--- src/logic/sample_fifo_pkg.sv ---
`default_nettype none

package sample_fifo_pkg;

   // Register offsets on the host register port.
   localparam logic [7:0] ADDR_WRITE_INDEX   = 8'h04;
   localparam logic [7:0] ADDR_READ_INDEX    = 8'h05;
   localparam logic [7:0] ADDR_LOST_COUNT    = 8'h06;
   localparam logic [7:0] ADDR_FILL_COUNT    = 8'h07;
   localparam logic [7:0] ADDR_READ_PORT     = 8'h08;
   localparam logic [7:0] ADDR_AFULL_THRESH  = 8'h09;
   localparam logic [7:0] ADDR_BEHAVIOUR     = 8'h0A;
   localparam logic [7:0] ADDR_SYSTEM_CTRL   = 8'h0D;

   // Field positions in the behaviour control register.
   localparam int BIT_FLUSH_REQUEST   = 4;
   localparam int BIT_READ_CLEARS     = 3;
   localparam int BIT_AFULL_REPEAT    = 2;
   localparam int BIT_ROLL_OVER       = 1;

   // Field positions in the system control register.
   localparam int BIT_ONE_CHANNEL     = 3;
   localparam int BIT_DYN_POWER_DOWN  = 2;
   localparam int BIT_POWER_SAVE      = 1;
   localparam int BIT_SOFT_RESET      = 0;

   // Sample store geometry.
   localparam int         STORE_DEPTH   = 128;
   localparam int         INDEX_W       = 7;
   localparam logic [7:0] STORE_FULL    = 8'h80;
   localparam logic [6:0] LOST_MAX      = 7'h7F;

   // Values after reset.
   localparam logic [6:0] RST_AFULL_THRESH = 7'h3F;
   localparam logic [6:0] RST_INDEX        = 7'h00;
   localparam logic [7:0] RST_FILL         = 8'h00;
   localparam logic [6:0] RST_LOST         = 7'h00;
   localparam logic [7:0] RST_DATA         = 8'h00;

   // Ingress buffer geometry.
   localparam int SAMPLE_W      = 8;
   localparam int INGRESS_DEPTH = 16;

endpackage : sample_fifo_pkg

`default_nettype wire
--- src/logic/sample_fifo_control.sv ---
`timescale 1ns/100ps
`default_nettype none

////////////////////////////////////////////////////////////////////////////////
// Small ingress buffer between the sample source and the sample store.
module ingress_buffer
   import sample_fifo_pkg::*;
#(
   parameter int WIDTH = 8,
   parameter int DEPTH = 16
)
(
   // Clock and reset.
   input  wire logic             clk_sys_i,
   input  wire logic             reset_n_i,
   // Filling side.
   input  wire logic             in_valid_i,
   output logic                  in_ready_o,
   input  wire logic [WIDTH-1:0] in_data_i,
   // Draining side.
   output logic                  out_valid_o,
   input  wire logic             out_ready_i,
   output logic      [WIDTH-1:0] out_data_o
);
   localparam int PW = $clog2(DEPTH);

   logic [WIDTH-1:0] mem [DEPTH];
   logic [PW-1:0]    wr_ptr;
   logic [PW-1:0]    rd_ptr;
   logic [PW:0]      count;
   logic             do_in;
   logic             do_out;

   // Full and empty come straight from the occupancy count.
   assign in_ready_o  = (count != (PW+1)'(DEPTH));
   assign out_valid_o = (count != '0);
   assign out_data_o  = mem[rd_ptr];
   assign do_in       = in_valid_i & in_ready_o;
   assign do_out      = out_valid_o & out_ready_i;

   // Storage has no reset; only the pointers matter.
   always_ff @(posedge clk_sys_i)
   begin
      if (do_in)
         mem[wr_ptr] <= in_data_i;
   end

   // Pointers and count.
   always_ff @(posedge clk_sys_i)
   begin
      if (!reset_n_i)
      begin
         wr_ptr <= '0;
         rd_ptr <= '0;
         count  <= '0;
      end
      else
      begin
         if (do_in)
            wr_ptr <= wr_ptr + 1'b1;
         if (do_out)
            rd_ptr <= rd_ptr + 1'b1;
         count <= count + (PW+1)'(do_in) - (PW+1)'(do_out);
      end
   end
endmodule // ingress_buffer

////////////////////////////////////////////////////////////////////////////////
// How it works
// - Each lost sample bumps the 7-bit lost counter, saturating at 0x7F.
// - Fill level counts up per item stored into a free slot, down per host read-out.
// - Reading the read port returns and pops the next item; writes ignored.
// - Almost-full when free space equals threshold; threshold resets to 0x3F.
// - Flush empties the store, zeroes both indices and fill; self-clears.
// - Flags clear on status read; also on read-port read if enabled.
// - Repeat mode re-sets almost-full on every stored sample while condition holds.
// - Once mode sets almost-full only on a fresh almost-full detection.
// - Roll-over mode: push into full store overwrites oldest, both indices move.
// - Stop mode: push into full store is dropped, write index holds.
// - In proximity mode pushes always go in, whatever roll-over says.
// - One-channel bit is stored and read back but steers nothing.
// - Dynamic power-down powers sensor off between samples at low rates only.
// - Power save keeps registers working but holds all flags at zero.
// - Write index advances by one, wrapping, for each stored sample.
// - Host may rewrite the read index; popping resumes from there.
// - Soft reset returns every register to reset values, then self-clears.
module sample_fifo_control
   import sample_fifo_pkg::*;
(
   // Clock and reset.
   input  wire logic                clk_sys_i,
   input  wire logic                reset_n_i,
   // Host register port.
   input  wire logic [7:0]          reg_addr_i,
   input  wire logic                reg_wr_i,
   input  wire logic [7:0]          reg_wdata_i,
   input  wire logic                reg_rd_i,
   output logic      [7:0]          reg_rdata_o,
   output logic                     reg_rvalid_o,
   input  wire logic                status_read_i,
   // Sample source.
   input  wire logic                sample_valid_i,
   output logic                     sample_ready_o,
   input  wire logic [SAMPLE_W-1:0] sample_data_i,
   // Acquisition context.
   input  wire logic                proximity_mode_i,
   input  wire logic                rate_low_i,
   input  wire logic                conversion_active_i,
   // Status and power outputs.
   output logic                     almost_full_flag_o,
   output logic                     sample_ready_flag_o,
   output logic                     sensor_power_down_o,
   output logic                     power_save_o
);
   logic [SAMPLE_W-1:0] store [STORE_DEPTH];
   logic [6:0]          write_index;
   logic [6:0]          read_index;
   logic [7:0]          fill_level;
   logic [6:0]          lost_sample_count;
   logic [6:0]          almost_full_space;
   logic                flush_request;
   logic                read_clears_flags;
   logic                almost_full_repeat_select;
   logic                roll_over_on_full;
   logic                one_channel_select;
   logic                dynamic_power_down;
   logic                power_save;
   logic                soft_reset;
   logic                afull_cond_q;
   logic                core_rst_n;
   logic                ing_valid;
   logic                ing_take;
   logic [SAMPLE_W-1:0] ing_data;
   logic                port_read;
   logic                pop;
   logic                full;
   logic                push_store;
   logic                push_drop;
   logic                host_rd_index_wr;
   logic [7:0]          next_fill;
   logic                next_afull_cond;
   logic                afull_set;
   logic                flag_clear;

   // Address match shared by the read and write paths.
   function automatic logic hit(input logic [7:0] a, input logic [7:0] off);
      return a == off;
   endfunction

   ////////////////////////////////////////////////////////////////////////////
   // Soft reset acts as one cycle of reset on the whole block except the register read path.

   always_ff @(posedge clk_sys_i)
   begin
      if (!reset_n_i)
         soft_reset <= 1'b0;
      else
         soft_reset <= reg_wr_i & hit(reg_addr_i, ADDR_SYSTEM_CTRL)
                       & reg_wdata_i[BIT_SOFT_RESET];
   end

   assign core_rst_n = reset_n_i & ~soft_reset;

   ////////////////////////////////////////////////////////////////////////////
   // Ingress buffer; it is drained only while the store side is running.

   // Draining stops in power save and during a flush, so the source stalls.
   assign ing_take = ~power_save & ~flush_request;

   ingress_buffer #(
      .WIDTH (SAMPLE_W),
      .DEPTH (INGRESS_DEPTH)
   ) u_ingress (
      .clk_sys_i   (clk_sys_i),
      .reset_n_i   (core_rst_n),
      .in_valid_i  (sample_valid_i),
      .in_ready_o  (sample_ready_o),
      .in_data_i   (sample_data_i),
      .out_valid_o (ing_valid),
      .out_ready_i (ing_take),
      .out_data_o  (ing_data)
   );

   ////////////////////////////////////////////////////////////////////////////
   // Push and pop decisions.

   assign port_read = reg_rd_i & hit(reg_addr_i, ADDR_READ_PORT);
   assign pop       = port_read & (fill_level != 8'h00);
   // A pop in the same cycle frees a slot, so the push is then ordinary.
   assign full      = (fill_level == STORE_FULL) & ~pop;
   assign push_store = ing_valid & ing_take
                       & (~full | roll_over_on_full | proximity_mode_i);
   assign push_drop  = ing_valid & ing_take & full
                       & ~roll_over_on_full & ~proximity_mode_i;
   assign host_rd_index_wr = reg_wr_i & hit(reg_addr_i, ADDR_READ_INDEX);

   // Sample storage; contents need no reset.
   always_ff @(posedge clk_sys_i)
   begin
      if (push_store)
         store[write_index] <= ing_data;
   end

   always_ff @(posedge clk_sys_i)
   begin
      if (!core_rst_n || flush_request)
         write_index <= RST_INDEX;
      else if (push_store)
         write_index <= write_index + 7'h01;
   end

   // Read index: flush first, then host rewrite, then pop or roll-over.
   always_ff @(posedge clk_sys_i)
   begin
      if (!core_rst_n || flush_request)
         read_index <= RST_INDEX;
      else if (host_rd_index_wr)
         read_index <= reg_wdata_i[6:0];
      else if (pop || (push_store && full))
         read_index <= read_index + 7'h01;
   end

   always_comb
   begin
      next_fill = fill_level;
      if (push_store && !full)
         next_fill = next_fill + 8'h01;
      if (pop)
         next_fill = next_fill - 8'h01;
   end

   always_ff @(posedge clk_sys_i)
   begin
      if (!core_rst_n || flush_request)
         fill_level <= RST_FILL;
      else
         fill_level <= next_fill;
   end

   always_ff @(posedge clk_sys_i)
   begin
      if (!core_rst_n)
         lost_sample_count <= RST_LOST;
      else if ((push_drop || (push_store && full))
               && lost_sample_count != LOST_MAX)
         lost_sample_count <= lost_sample_count + 7'h01;
   end

   ////////////////////////////////////////////////////////////////////////////
   // Configuration registers.

   // Threshold register.
   always_ff @(posedge clk_sys_i)
   begin
      if (!core_rst_n)
         almost_full_space <= RST_AFULL_THRESH;
      else if (reg_wr_i && hit(reg_addr_i, ADDR_AFULL_THRESH))
         almost_full_space <= reg_wdata_i[6:0];
   end

   // Behaviour control; the flush bit stands for one cycle only.
   always_ff @(posedge clk_sys_i)
   begin
      if (!core_rst_n)
      begin
         flush_request             <= 1'b0;
         read_clears_flags         <= 1'b0;
         almost_full_repeat_select <= 1'b0;
         roll_over_on_full         <= 1'b0;
      end
      else if (reg_wr_i && hit(reg_addr_i, ADDR_BEHAVIOUR))
      begin
         flush_request             <= reg_wdata_i[BIT_FLUSH_REQUEST];
         read_clears_flags         <= reg_wdata_i[BIT_READ_CLEARS];
         almost_full_repeat_select <= reg_wdata_i[BIT_AFULL_REPEAT];
         roll_over_on_full         <= reg_wdata_i[BIT_ROLL_OVER];
      end
      else
         flush_request <= 1'b0;
   end

   // System control; the soft reset bit lives in its own flop above.
   always_ff @(posedge clk_sys_i)
   begin
      if (!core_rst_n)
      begin
         one_channel_select <= 1'b0;
         dynamic_power_down <= 1'b0;
         power_save         <= 1'b0;
      end
      else if (reg_wr_i && hit(reg_addr_i, ADDR_SYSTEM_CTRL))
      begin
         one_channel_select <= reg_wdata_i[BIT_ONE_CHANNEL];
         dynamic_power_down <= reg_wdata_i[BIT_DYN_POWER_DOWN];
         power_save         <= reg_wdata_i[BIT_POWER_SAVE];
      end
   end

   assign sensor_power_down_o = power_save
                                | (dynamic_power_down & rate_low_i
                                   & ~conversion_active_i);
   assign power_save_o        = power_save;

   ////////////////////////////////////////////////////////////////////////////
   // Status flags.

   assign next_afull_cond = ((STORE_FULL - next_fill)
                             == {1'b0, almost_full_space});

   assign afull_set = almost_full_repeat_select
                      ? (next_afull_cond & ~afull_cond_q)
                      : (push_store & next_afull_cond);

   assign flag_clear = status_read_i | (port_read & read_clears_flags);

   // Condition history for edge detection in once mode.
   always_ff @(posedge clk_sys_i)
   begin
      if (!core_rst_n)
         afull_cond_q <= 1'b0;
      else
         afull_cond_q <= next_afull_cond;
   end

   // Set wins over clear; power save holds both flags low.
   always_ff @(posedge clk_sys_i)
   begin
      if (!core_rst_n || power_save)
      begin
         almost_full_flag_o  <= 1'b0;
         sample_ready_flag_o <= 1'b0;
      end
      else
      begin
         almost_full_flag_o  <= afull_set
                                | (almost_full_flag_o & ~flag_clear);
         sample_ready_flag_o <= push_store
                                | (sample_ready_flag_o & ~flag_clear);
      end
   end

   ////////////////////////////////////////////////////////////////////////////
   // Register read path, answered one cycle after the request.

   always_ff @(posedge clk_sys_i)
   begin
      if (!reset_n_i)
      begin
         reg_rdata_o  <= RST_DATA;
         reg_rvalid_o <= 1'b0;
      end
      else
      begin
         reg_rvalid_o <= reg_rd_i;
         reg_rdata_o  <= RST_DATA;
         if (reg_rd_i)
         begin
            unique case (reg_addr_i)
               ADDR_WRITE_INDEX:  reg_rdata_o <= {1'b0, write_index};
               ADDR_READ_INDEX:   reg_rdata_o <= {1'b0, read_index};
               ADDR_LOST_COUNT:   reg_rdata_o <= {1'b0, lost_sample_count};
               ADDR_FILL_COUNT:   reg_rdata_o <= fill_level;
               ADDR_READ_PORT:    reg_rdata_o <= pop ? store[read_index]
                                                     : RST_DATA;
               ADDR_AFULL_THRESH: reg_rdata_o <= {1'b0, almost_full_space};
               ADDR_BEHAVIOUR:    reg_rdata_o <= {3'h0, flush_request,
                                     read_clears_flags,
                                     almost_full_repeat_select,
                                     roll_over_on_full, 1'b0};
               ADDR_SYSTEM_CTRL:  reg_rdata_o <= {4'h0, one_channel_select,
                                     dynamic_power_down, power_save,
                                     soft_reset};
               default:           reg_rdata_o <= RST_DATA;
            endcase
         end
      end
   end
endmodule // sample_fifo_control

`default_nettype wire

--- config.mk ---
export PLATFORM = sky130hd
export DESIGN_NAME = sample_fifo_control
export DESIGN_NICKNAME = d
export VERILOG_FILES = /design/src/logic/sample_fifo_pkg.sv /design/src/logic/sample_fifo_control.sv
export SDC_FILE = /design/constraint.sdc
export NUM_CORES = 1
export LEC_CHECK = 0
export BUFFER_PORTS_ARGS = -buffer_cell sky130_fd_sc_hd__buf_2
export CORE_AREA = 2 2 405 407
export CTS_CLUSTER_SIZE = 10
export DETAILED_ROUTE_END_ITERATION = 12
export DIE_AREA = 0 0 407 409
export SLEW_MARGIN = 20
export SYNTH_ARGS = -nofsm -noshare
export SYNTH_HDL_FRONTEND = slang
export SYNTH_SLANG_ARGS = --single-unit
export TNS_END_PERCENT = 50
--- constraint.sdc ---
create_clock -name clk_sys_i -period 7.1 [get_ports clk_sys_i]
set_input_delay 1.42 -clock clk_sys_i [delete_from_list [all_inputs] [get_ports clk_sys_i]]
set_output_delay 1.42 -clock clk_sys_i [all_outputs]
set_load 0.01 [all_outputs]
Word-level counts from Yosys, hierarchy flattened
Memories as Yosys holds them, arrays and structs flattened. A register that Yosys moved wholly into a read port is not among the register bits.
Cells that the tools add are included.
Operators by class
  $add $sub $neg: 10
  multiply operators: 0
  div/mod/pow operators: 0
  magnitude comparators: 0
  eq/ne operators: 12
  shift-type cells: 0
  muxes and demuxes: 15
  bitwise logic cells: 37
  reductions and logical operators: 17
Operators with widths (count)
  $pmux W8 S8: 1
  $eq A8 B3 Y1 const B: 4
  $eq A8 B4 Y1 const B: 4
  $mux W7: 4
  $mux W8: 3
  $add A7 B1 Y7 const B: 3
  $and A1 B1 Y1: 21
  $not A1 Y1: 10
  $add A4 B1 Y4 const B: 2
  $add A8 B1 Y8 const B: 1
  $eq A8 B7 Y1: 1
  $eq A8 B8 Y1 const B: 1
  $mux W4: 2
  $reduce_bool A8 Y1: 1
  $sub A8 B1 Y8 const B: 1
  $sub A8 B8 Y8 const A: 1
  $ne A7 B7 Y1 const B: 1
  $logic_and A1 B1 Y1: 6
  $or A1 B1 Y1: 6
  $add A5 B1 Y5: 1
  $mux W1: 5
  $ne A5 B5 Y1 const B: 1
  $reduce_bool A5 Y1: 1
  $sub A5 B1 Y5: 1
  4 further kinds: 9
Storage, ports and cells
  register bits: 69
  latch bits: 0
  bits in writable memories: 1152
  bits in read-only memories: 0
  bits of input ports: 33
  output and inout port bits: 14
  word-level logic and storage cells: 114
  memories: 2
Memories
  store: words 128, width 8, read ports 1, clocked after memory_dff 1, write ports 1, line sample_fifo_control.sv:115  | logic [SAMPLE_W-1:0] store [STORE_DEPTH];
  u_ingress.mem: words 16, width 8, read ports 1, clocked after memory_dff 1, write ports 1, line sample_fifo_control.sv:27  | logic [WIDTH-1:0] mem [DEPTH];

Longest topological paths before layout
Gate-level depths: netlist of run 1.
  depth in word-level cells: 18
  mapped depth: 17
  gate-level depth less buffers: 15

Hierarchy
Synthesis of run 1 repeated with hierarchy kept, for this count alone.
Second synthesis, totals
  cells, all modules: 2346
  area, all modules: 48901.9 µm²
By module, submodules not included
  sample_fifo_control: times used 1, cells each 2038, area an instance 43023.8 µm², sequential area each 32010.7 µm²
  ingress_buffer: times used 1, cells each 308, area an instance 5878.1 µm², sequential area each 4184.0 µm²

Worst setup path after synthesis of run 1
No wires, ideal clock.
  path type: input -> register
  from: input port reg_addr_i[7]
  to: register afull_cond_q
  library setup time: 91 ps
  arrival time: 4275 ps
  required time: 7009 ps
  slack: 2734 ps
  stages: 13
  path buffers: 1
  path through: nor4_2 -> nand4_1 -> a31oi_1 -> a21oi_1 -> ha_1 -> and3_1 -> buf_2 -> and3b_1 -> or2_1 -> xnor3_1 -> nor3_1 -> and3_1 -> nor4bb_1
Between the ends
  cells in the longest elaborated chain, start to end: 15
  elaborated cells between the ends (all ways): 16
  those cells by class: 2 x add/sub; 2 x eq/ne; 2 x mux; 8 x bitwise; 2 x reduce/logical
Ends and longest elaborated chain
  from (decl): line sample_fifo_control.sv:94  | input wire logic [7:0] reg_addr_i,
  $eq A8 B4 Y1 (*): line sample_fifo_control.sv:147  | return a == off;
  $and A1 B1 Y1 (*): line sample_fifo_control.sv:187  | assign port_read = reg_rd_i & hit(reg_addr_i, ADDR_READ_PORT);
  $and A1 B1 Y1 (*): line sample_fifo_control.sv:188  | assign pop = port_read & (fill_level != 8'h00);
  $not A1 Y1: line sample_fifo_control.sv:190  | assign full = (fill_level == STORE_FULL) & ~pop;
  $and A1 B1 Y1: line sample_fifo_control.sv:190
  $not A1 Y1: line sample_fifo_control.sv:192  | & (~full | roll_over_on_full | proximity_mode_i);
  $or A1 B1 Y1 (2 in series): line sample_fifo_control.sv:192
  $and A1 B1 Y1: line sample_fifo_control.sv:192
  $logic_and A1 B1 Y1: line sample_fifo_control.sv:226  | if (push_store && !full)
  $mux W8: line sample_fifo_control.sv:226
  $sub A8 B1 Y8: line sample_fifo_control.sv:229  | next_fill = next_fill - 8'h01;
  $mux W8 (*): line sample_fifo_control.sv:228  | if (pop)
  $sub A8 B8 Y8 (*): line sample_fifo_control.sv:307  | assign next_afull_cond = ((STORE_FULL - next_fill)
  $eq A8 B7 Y1 (*): line sample_fifo_control.sv:308  | == {1'b0, almost_full_space});
  to (signal assigned): line sample_fifo_control.sv:322  | afull_cond_q <= next_afull_cond;
  to (decl): line sample_fifo_control.sv:129  | logic afull_cond_q;
Every way passes the cells marked *; elsewhere a longest branch is shown, timed or not.
A chain may end at the register's enable or synchronous reset.

Final worst setup path of run 1
  from: input port reg_addr_i[7]
  to: memory store[108][7] (enable)
Between the ends
  cells in the longest elaborated chain, start to end: 11
Ends and longest elaborated chain
  $eq A8 B4 Y1: line sample_fifo_control.sv:147
  $and A1 B1 Y1: line sample_fifo_control.sv:187
  $and A1 B1 Y1: line sample_fifo_control.sv:188
  $not A1 Y1: line sample_fifo_control.sv:190
  $and A1 B1 Y1: line sample_fifo_control.sv:190
  $not A1 Y1: line sample_fifo_control.sv:192
  $or A1 B1 Y1 (2 in series): line sample_fifo_control.sv:192
  $and A1 B1 Y1: line sample_fifo_control.sv:192
  $mux W1: line sample_fifo_control.sv:200  | if (push_store)
  $mux W1 (implied by the code): line sample_fifo_control.sv:201  | store[write_index] <= ing_data;
  to (decl): line sample_fifo_control.sv:115
Every way passes these cells.

==> results.md, run 1 <==
- Status: finished, final reports clean
- Hold_buf cts: 0
- WP buf/inv: 1
- Hpwl dp: 63,000 um
- Synth Register Bits: 1,232
- H-tree depth: 4
- Critical path fanouts, max: 16
- Initial antenna violation count: 0
- Multi-input gate area: 0.0117 mm2
- CP arrival: 5.07 ns
- Synth cell types: 65
- Resized cells post-CTS: 0
- Maximum number of pins on one net before global-route repair: 104
- Minimum clock period: 4.71 ns
- Sw Ratio: 0.265
- Critical Path RT: 7.46 ns
- Max-Cap Viols: 0
- RSZ-0062 raised after global routing: false
- Crit-path cells: buf_2 > nor4_2 > nand4_1 > nand3_1 > o31a_1 > nor2b_1 > nand2_2 > nor2_1
- Drt drc: 0
- WL/cell: 23.0 um
- Num ports: 47
- Flop pwr share: 0.509
- Detailed Route Iter0 Violations: 2,041
- Clock Tree Root: clkbuf_16
- Yosys Warn Count: 0
- Commonest non-fill, non-tap cell in the layout: edfxtp_1
- Power Density: 333 mW/mm2
- First-pass GRT wire length: 155,000 um
- Yosys top cell area share: 0.714
- Most frequent cells in the layout: 1,152 x edfxtp_1, 375 x mux4_2, 203 x nor2_1
- Hold crit path type: flip-flop to flip-flop
- Setup CP Type: primary input to flip-flop
- Cell family with most CP delay: simple AND/OR/NAND/NOR gates
- Combinational Power Share: 0.144
- Chip width: 407 um
- Mapped Area: 0.0485 mm2
- Layout cell share with drive strength beyond 1: 0.267
- CTS sink cnt: 1,232
- Worst-Skew Late Latency: 0.76 ns
- Height of the chip: 409 um
- Most common flop cell mapped by yosys: edfxtp_1
- Clock skew: 0.0279 ns
- Fillcell total: 15,009
- Die area: 0.166 mm2
- # setup viols final: 0
- Final period utilization: 0.663
- Async S/R FF share, synth: 0
- Post CTS Setup Buffer Count: 0
- Max stage delay on crit path: 0.89 ns
- Post-synthesis cell count: 2,284
- Core ar.: 0.162 mm2
- EDFF count, synth: 1,152
- Worst slew pin tran: 1.06 ns
- CTS Buffer Depth: 3
- P&R area growth vs syn: 13.8%
- Vias: 22,516
- NetSw: 4870 uW
- Pre-Repair DR Iteration Count: 7
- Vias in the first global route: 22,604
- Rows: 148
- Drt total wl: 106,000 um
- Vias per Instance: 4.90
- P_int: 13,500 uW
- Gr ovfl total: 0
- Sequential cell area: 0.0362 mm2
- Total power: 18,400 uW
- F_max: 212 MHz
- Synth Net Count: 2,336
- Syn_area_per_cell: 21.2 um2
- VDD IR max: 0.000251 V
- Starting Density: 0.299
- P_leak: 0.0163 uW
- Critical path endpoint category: flip-flop
- Max-slew headroom: 0.292
- Yosys top cell by area: edfxtp_1
- Top post-synthesis cells by area: edfxtp_1 71%, mux4_2 18%, dfxtp_1 3.3%
- Final Hold Vio Count: 0
- Worst-path clk slew: 0.06 ns
- Routability cong.: 0.829
- Cts bufs inserted: 142
- CTS tree: yes
- Fin nets: 2,433
- Final ANT Viol Nets: 0
- Startpoint type of the worst setup path: primary input
- Post-synthesis sequential area ratio: 0.747
- GRT Total Usage: 0.127
- Antenna fix cells: 0
- Clock power share: 0.347
- Slowest CP cell: nor2_1
- Post-Route Setup TNS: 0 ns
- Port Buffers: 45
- Fin. max-slew vios: 0
cells by family (layout without fill, tap and decap cells):
group	count (synthesis)	after routing	synth area share
mux	407	407	0.183
buf+inv	141	279	0.0121
simple gates	372	372	0.0344
fa+ha+maj	19	19	0.00506
flops	1232	1232	0.747
compound gates	65	65	0.00937
xor+xnor	48	48	0.00924
cell type report:
type	count	area share
clock buffers	168	0.0662
inverters	17	0.00116
repair buffers	77	0.00957
flip-flops and latches	1232	0.656
multi-input cells	911	0.212
well taps	2175	0.0493
clock inverters	17	0.00524
path summary, 6_finish.rpt:
check / cells after the start / startpoint / to / slack, ns
worst max-delay path: 8 / reg_addr_i[7] / store[108][7]$_DFFE_PP_ / 2.39
worst min-delay path: 2 / almost_full_flag_o$_SDFF_PP0_ / almost_full_flag_o$_SDFF_PP0_ / 0.49
worst max register to register: 9 / u_ingress.count[2]$_SDFF_PN0_ / store[108][7]$_DFFE_PP_ / 2.83
worst min register to register: 2 / almost_full_flag_o$_SDFF_PP0_ / almost_full_flag_o$_SDFF_PP0_ / 0.49
tightest hold or removal path: stages, from the launching register on:
cell and delay (ns):
dfxtp_1 0.33, nand3_1 0.07, o21ai_1 0.05
layer usage:
layer | up-vias | wire [um] | global-route usage
met5 | - | 0 | 0
met4 | 0 | 1890 | 0.0345
met3 | 122 | 7000 | 0.0239
met2 | 797 | 51400 | 0.204
met1 | 11989 | 45500 | 0.175
li1 | 9608 | - | -
registers in the layout, summed over array words and instances, names as in the netlist, 4 cells and up, named ones only:
name and count:
store 1024, u_ingress.mem 128, fill_level 8, reg_rdata_o 8
almost_full_space 7, lost_sample_count 7, read_index 7, write_index 7
u_ingress.count 5, u_ingress.rd_ptr 4, u_ingress.wr_ptr 4
cell usage after synthesis, types with 3 or more instances:
| master | instances |
|---|---|
| nand4_1 | 15 |
| nand2_1 | 48 |
| o21ai_0 | 9 |
| nor3_1 | 12 |
| mux2_2 | 13 |
| a21oi_1 | 17 |
| buf_1 | 21 |
| dfxtp_1 | 80 |
| inv_1 | 16 |
| mux4_2 | 383 |
| nand2b_1 | 5 |
| nor2b_1 | 13 |
| xor2_1 | 22 |
| and3_1 | 5 |
| buf_4 | 10 |
| a221oi_1 | 4 |
| clkbuf_1 | 79 |
| a222oi_1 | 3 |
| edfxtp_1 | 1152 |
| xnor2_1 | 24 |
| ha_1 | 18 |
| a211oi_1 | 4 |
| mux2i_1 | 11 |
| and4_1 | 4 |
| nor2_1 | 203 |
| or3_1 | 3 |
| and2_1 | 5 |
| nand3_1 | 44 |
| a22o_1 | 3 |
| buf_2 | 14 |
metrics by stage:
step / hold WS (ns) / instance area [um2] / setup WS, ns / cells / util
final: 0.494 / 55200 / 2.39 / 4597 / 0.341
after global routing: 0.530 / 55200 / 2.18 / 4597 / 0.341
after floorplan: 0.449 / 48500 / 2.73 / 2284 / -
after detailed placement: 0.491 / 51200 / 1.62 / 4412 / 0.316
after CTS: 0.504 / 55200 / 2.42 / 4597 / 0.341
after global placement: 0.492 / 51200 / 1.69 / 4412 / 0.316
power groups by stage:
stage          registers (uW)  clock network, uW  logic (uW)
2_1_floorplan            9490                  0        1500
3_3_place_gp             9500                  0        2630
3_5_place_dp             9500                  0        2720
4_1_cts                  9360               6540        2720
5_1_grt                  9370               6810        2900
6_report                 9360               6390        2650
Power figures use the tool's default switching activity.
==> run 2: changes to the inputs <==
- clock period: 7.1 -> 3.95 ns (I/O delays scaled with it)
==> results.md, run 2 (synthesis gave the netlist of run 1 again) <==
- P_leak: 0.0175 uW (+7.2%)
- Drt total wl: 109,000 um (+3.3%)
- # setup viols final: 0 (unchanged)
- Startpoint type of the worst setup path: flip-flop
- Critical Path RT: 4.61 ns (-2.85 ns)
- R2R cell count: 15 (+6)
- Chip width: 407 um (unchanged)
- CTS Buffer Depth: 3 (unchanged)
- Final Hold Vio Count: 0 (unchanged)
- Worst setup path start: u_ingress.count[3]$_SDFF_PN0_
- CTS tree: yes
- Num ports: 47 (unchanged)
- Detailed Route Iter0 Violations: 2,331 (+14%)
- Maximum number of pins on one net before global-route repair: 129 (+24%)
- Resized cells post-CTS: 0 (unchanged)
- Worst-Skew Late Latency: 0.77 ns (about the same)
- Vias per Instance: 4.86 (-0.75%)
- Vias in the first global route: 23,730 (+5.0%)
- F_max: 276 MHz
- Total power: 33,700 uW (+83%)
- Max-Cap Viols: 0 (unchanged)
- First-pass GRT wire length: 161,000 um (+3.9%)
- Fillcell total: 14,880 (-0.86%)
- Multi-input gate area: 0.0117 mm2 (about the same)
- H-tree depth: 4 (unchanged)
- Worst hold margin: 0.289 ns (-0.205 ns)
- Failing checks: design-rule violations
- Sequential cell area: 0.0362 mm2 (unchanged)
- Core ar.: 0.162 mm2 (unchanged)
- Drt drc: 1 (+1)
- Max-slew headroom: 0.353 (+0.0600)
- Commonest non-fill, non-tap cell in the layout: edfxtp_1
- Final ANT Viol Nets: 0 (unchanged)
- Hold crit path type: primary input to flip-flop
- Power Density: 591 mW/mm2 (+77%)
- Minimum clock period: 3.62 ns
- Final period utilization: 0.917
- CTS sink cnt: 1,232 (unchanged)
- Critical R2R Capture: afull_cond_q$_SDFF_PN0_
- Die area: 0.166 mm2 (unchanged)
- Cell area after layout: 0.0570 mm2 (+3.4%)
- Routability cong.: 0.803 (-3.2%)
- Cells after DPL: 4,612 (+4.5%)
- Cell Area, Placed: 0.0530 mm2 (+3.5%)
- CP arrival: 4.29 ns (-0.78 ns)
- Hold_buf cts: 0 (unchanged)
- VDD IR max: 0.000495 V (+97%)
- WL/cell: 22.8 um (-1.1%)
- Setup CP Type: flip-flop to flip-flop
- Layout cell share with drive strength beyond 1: 0.322 (+0.0557)
- Starting Density: 0.299 (unchanged)
- Largest register by flop count: store
- GRT Total Usage: 0.132 (+0.00502)
- Finished Layout Cells: 4,800 (+4.4%)
- RSZ-0062 raised after global routing: false
- Clock Tree Root: clkbuf_16
- FF-to-FF Start: u_ingress.count[3]$_SDFF_PN0_
- Max FFs per register: 1,024 (unchanged)
- Top flop regs: store (1024), u_ingress.mem (128)
- End of the critical path: afull_cond_q$_SDFF_PN0_
- Height of the chip: 409 um (unchanged)
- Hpwl dp: 66,900 um (+6.2%)
- Cts bufs inserted: 142 (unchanged)
- Pre-Repair DR Iteration Count: 11 (+4)
- Rows: 148 (unchanged)
- Fin nets: 2,633 (+8.2%)
- Initial antenna violation count: 4 (+4)
- Reg2Reg Setup Slack: 0.33 ns (-2.50 ns)
- P&R area growth vs syn: 17.7%
- Most frequent cells in the layout: 1,152 x edfxtp_1, 375 x mux4_2, 203 x nor2_1, 203 x buf_4, 146 x clkbuf_16
- Fin. max-slew vios: 0 (unchanged)
- Critical path fanouts, max: 5 (-11)
- Gr ovfl total: 0 (unchanged)
- Post CTS Setup Buffer Count: 0 (unchanged)
- Clock skew: 0.0296 ns (+0.00170 ns)
- Worst slew pin tran: 0.971 ns (-0.0901 ns)
- Port Buffers: 45 (unchanged)
- Status: complete, but fails checks
- Post-Route Setup TNS: 0 ns (unchanged)
- Vias: 23,335 (+3.6%)
- Worst-path clk slew: 0.06 ns (about the same)
- Critical path endpoint category: flip-flop
[run 2: worst min path at each step]
stage | from | endpoint | slack (ns) | depth (start not counted)
after global routing | reg_rd_i | reg_rvalid_o$_SDFF_PN0_ | 0.28 | 2
after CTS | reg_rd_i | reg_rvalid_o$_SDFF_PN0_ | 0.23 | 2
after global placement | read_clears_flags$_SDFFE_PN0P_ | read_clears_flags$_SDFFE_PN0P_ | 0.48 | 2
after detailed placement | read_clears_flags$_SDFFE_PN0P_ | read_clears_flags$_SDFFE_PN0P_ | 0.48 | 2
after floorplan | roll_over_on_full$_SDFFE_PN0P_ | roll_over_on_full$_SDFFE_PN0P_ | 0.45 | 2
final | reg_rd_i | reg_rvalid_o$_SDFF_PN0_ | 0.29 | 2
[run 2: metal layers]
metal | wire, um | track usage | vias up
met4 | 2430 | 0.0400 | 2
met1 | 47700 | 0.186 | 12391
met2 | 52400 | 0.206 | 788
met3 | 6770 | 0.0246 | 150
li1 | - | - | 10004
met5 | 13 | 0 | -
[run 2: final cells by class]
type	count	area share
Timing Repair Buffer	277	0.0408
Antenna cell	1	0.0000439
Clock inverter	14	0.00386
Multi-Input combinational cell	911	0.205
Inverter	17	0.00112
Tap cell	2175	0.0477
Clock buffer	173	0.0662
Sequential cell	1232	0.635
[run 2: worst max-delay path, cell delays in order (launching register included)]
cell      delay, ns
dfxtp_1        0.32
inv_1          0.08
ha_1           0.19
or4b_1         0.58
nand2_1        0.15
a31oi_1        0.06
buf_4          0.17
a21oi_1        0.20
ha_1           0.30
mux2_2         0.30
ha_1           0.24
buf_4          0.16
xnor2_1        0.14
o31ai_1        0.30
and3_1         0.19
nor4bb_1       0.17
[run 2: where the power goes]
group          total (uW)  switching (uW)  internal (uW)
Combinational        5250            3780           1460
Clock               11700            4870           6800
Sequential          16800             129          16600
[run 2: through the flow]
step / setup slack [ns] / utilization
after CTS: 0.309 / 0.352
after global placement: 0.131 / 0.327
after floorplan: 0.214 / -
after global routing: 0.0350 / 0.352
final: 0.328 / 0.352
after detailed placement: 0.0913 / 0.327
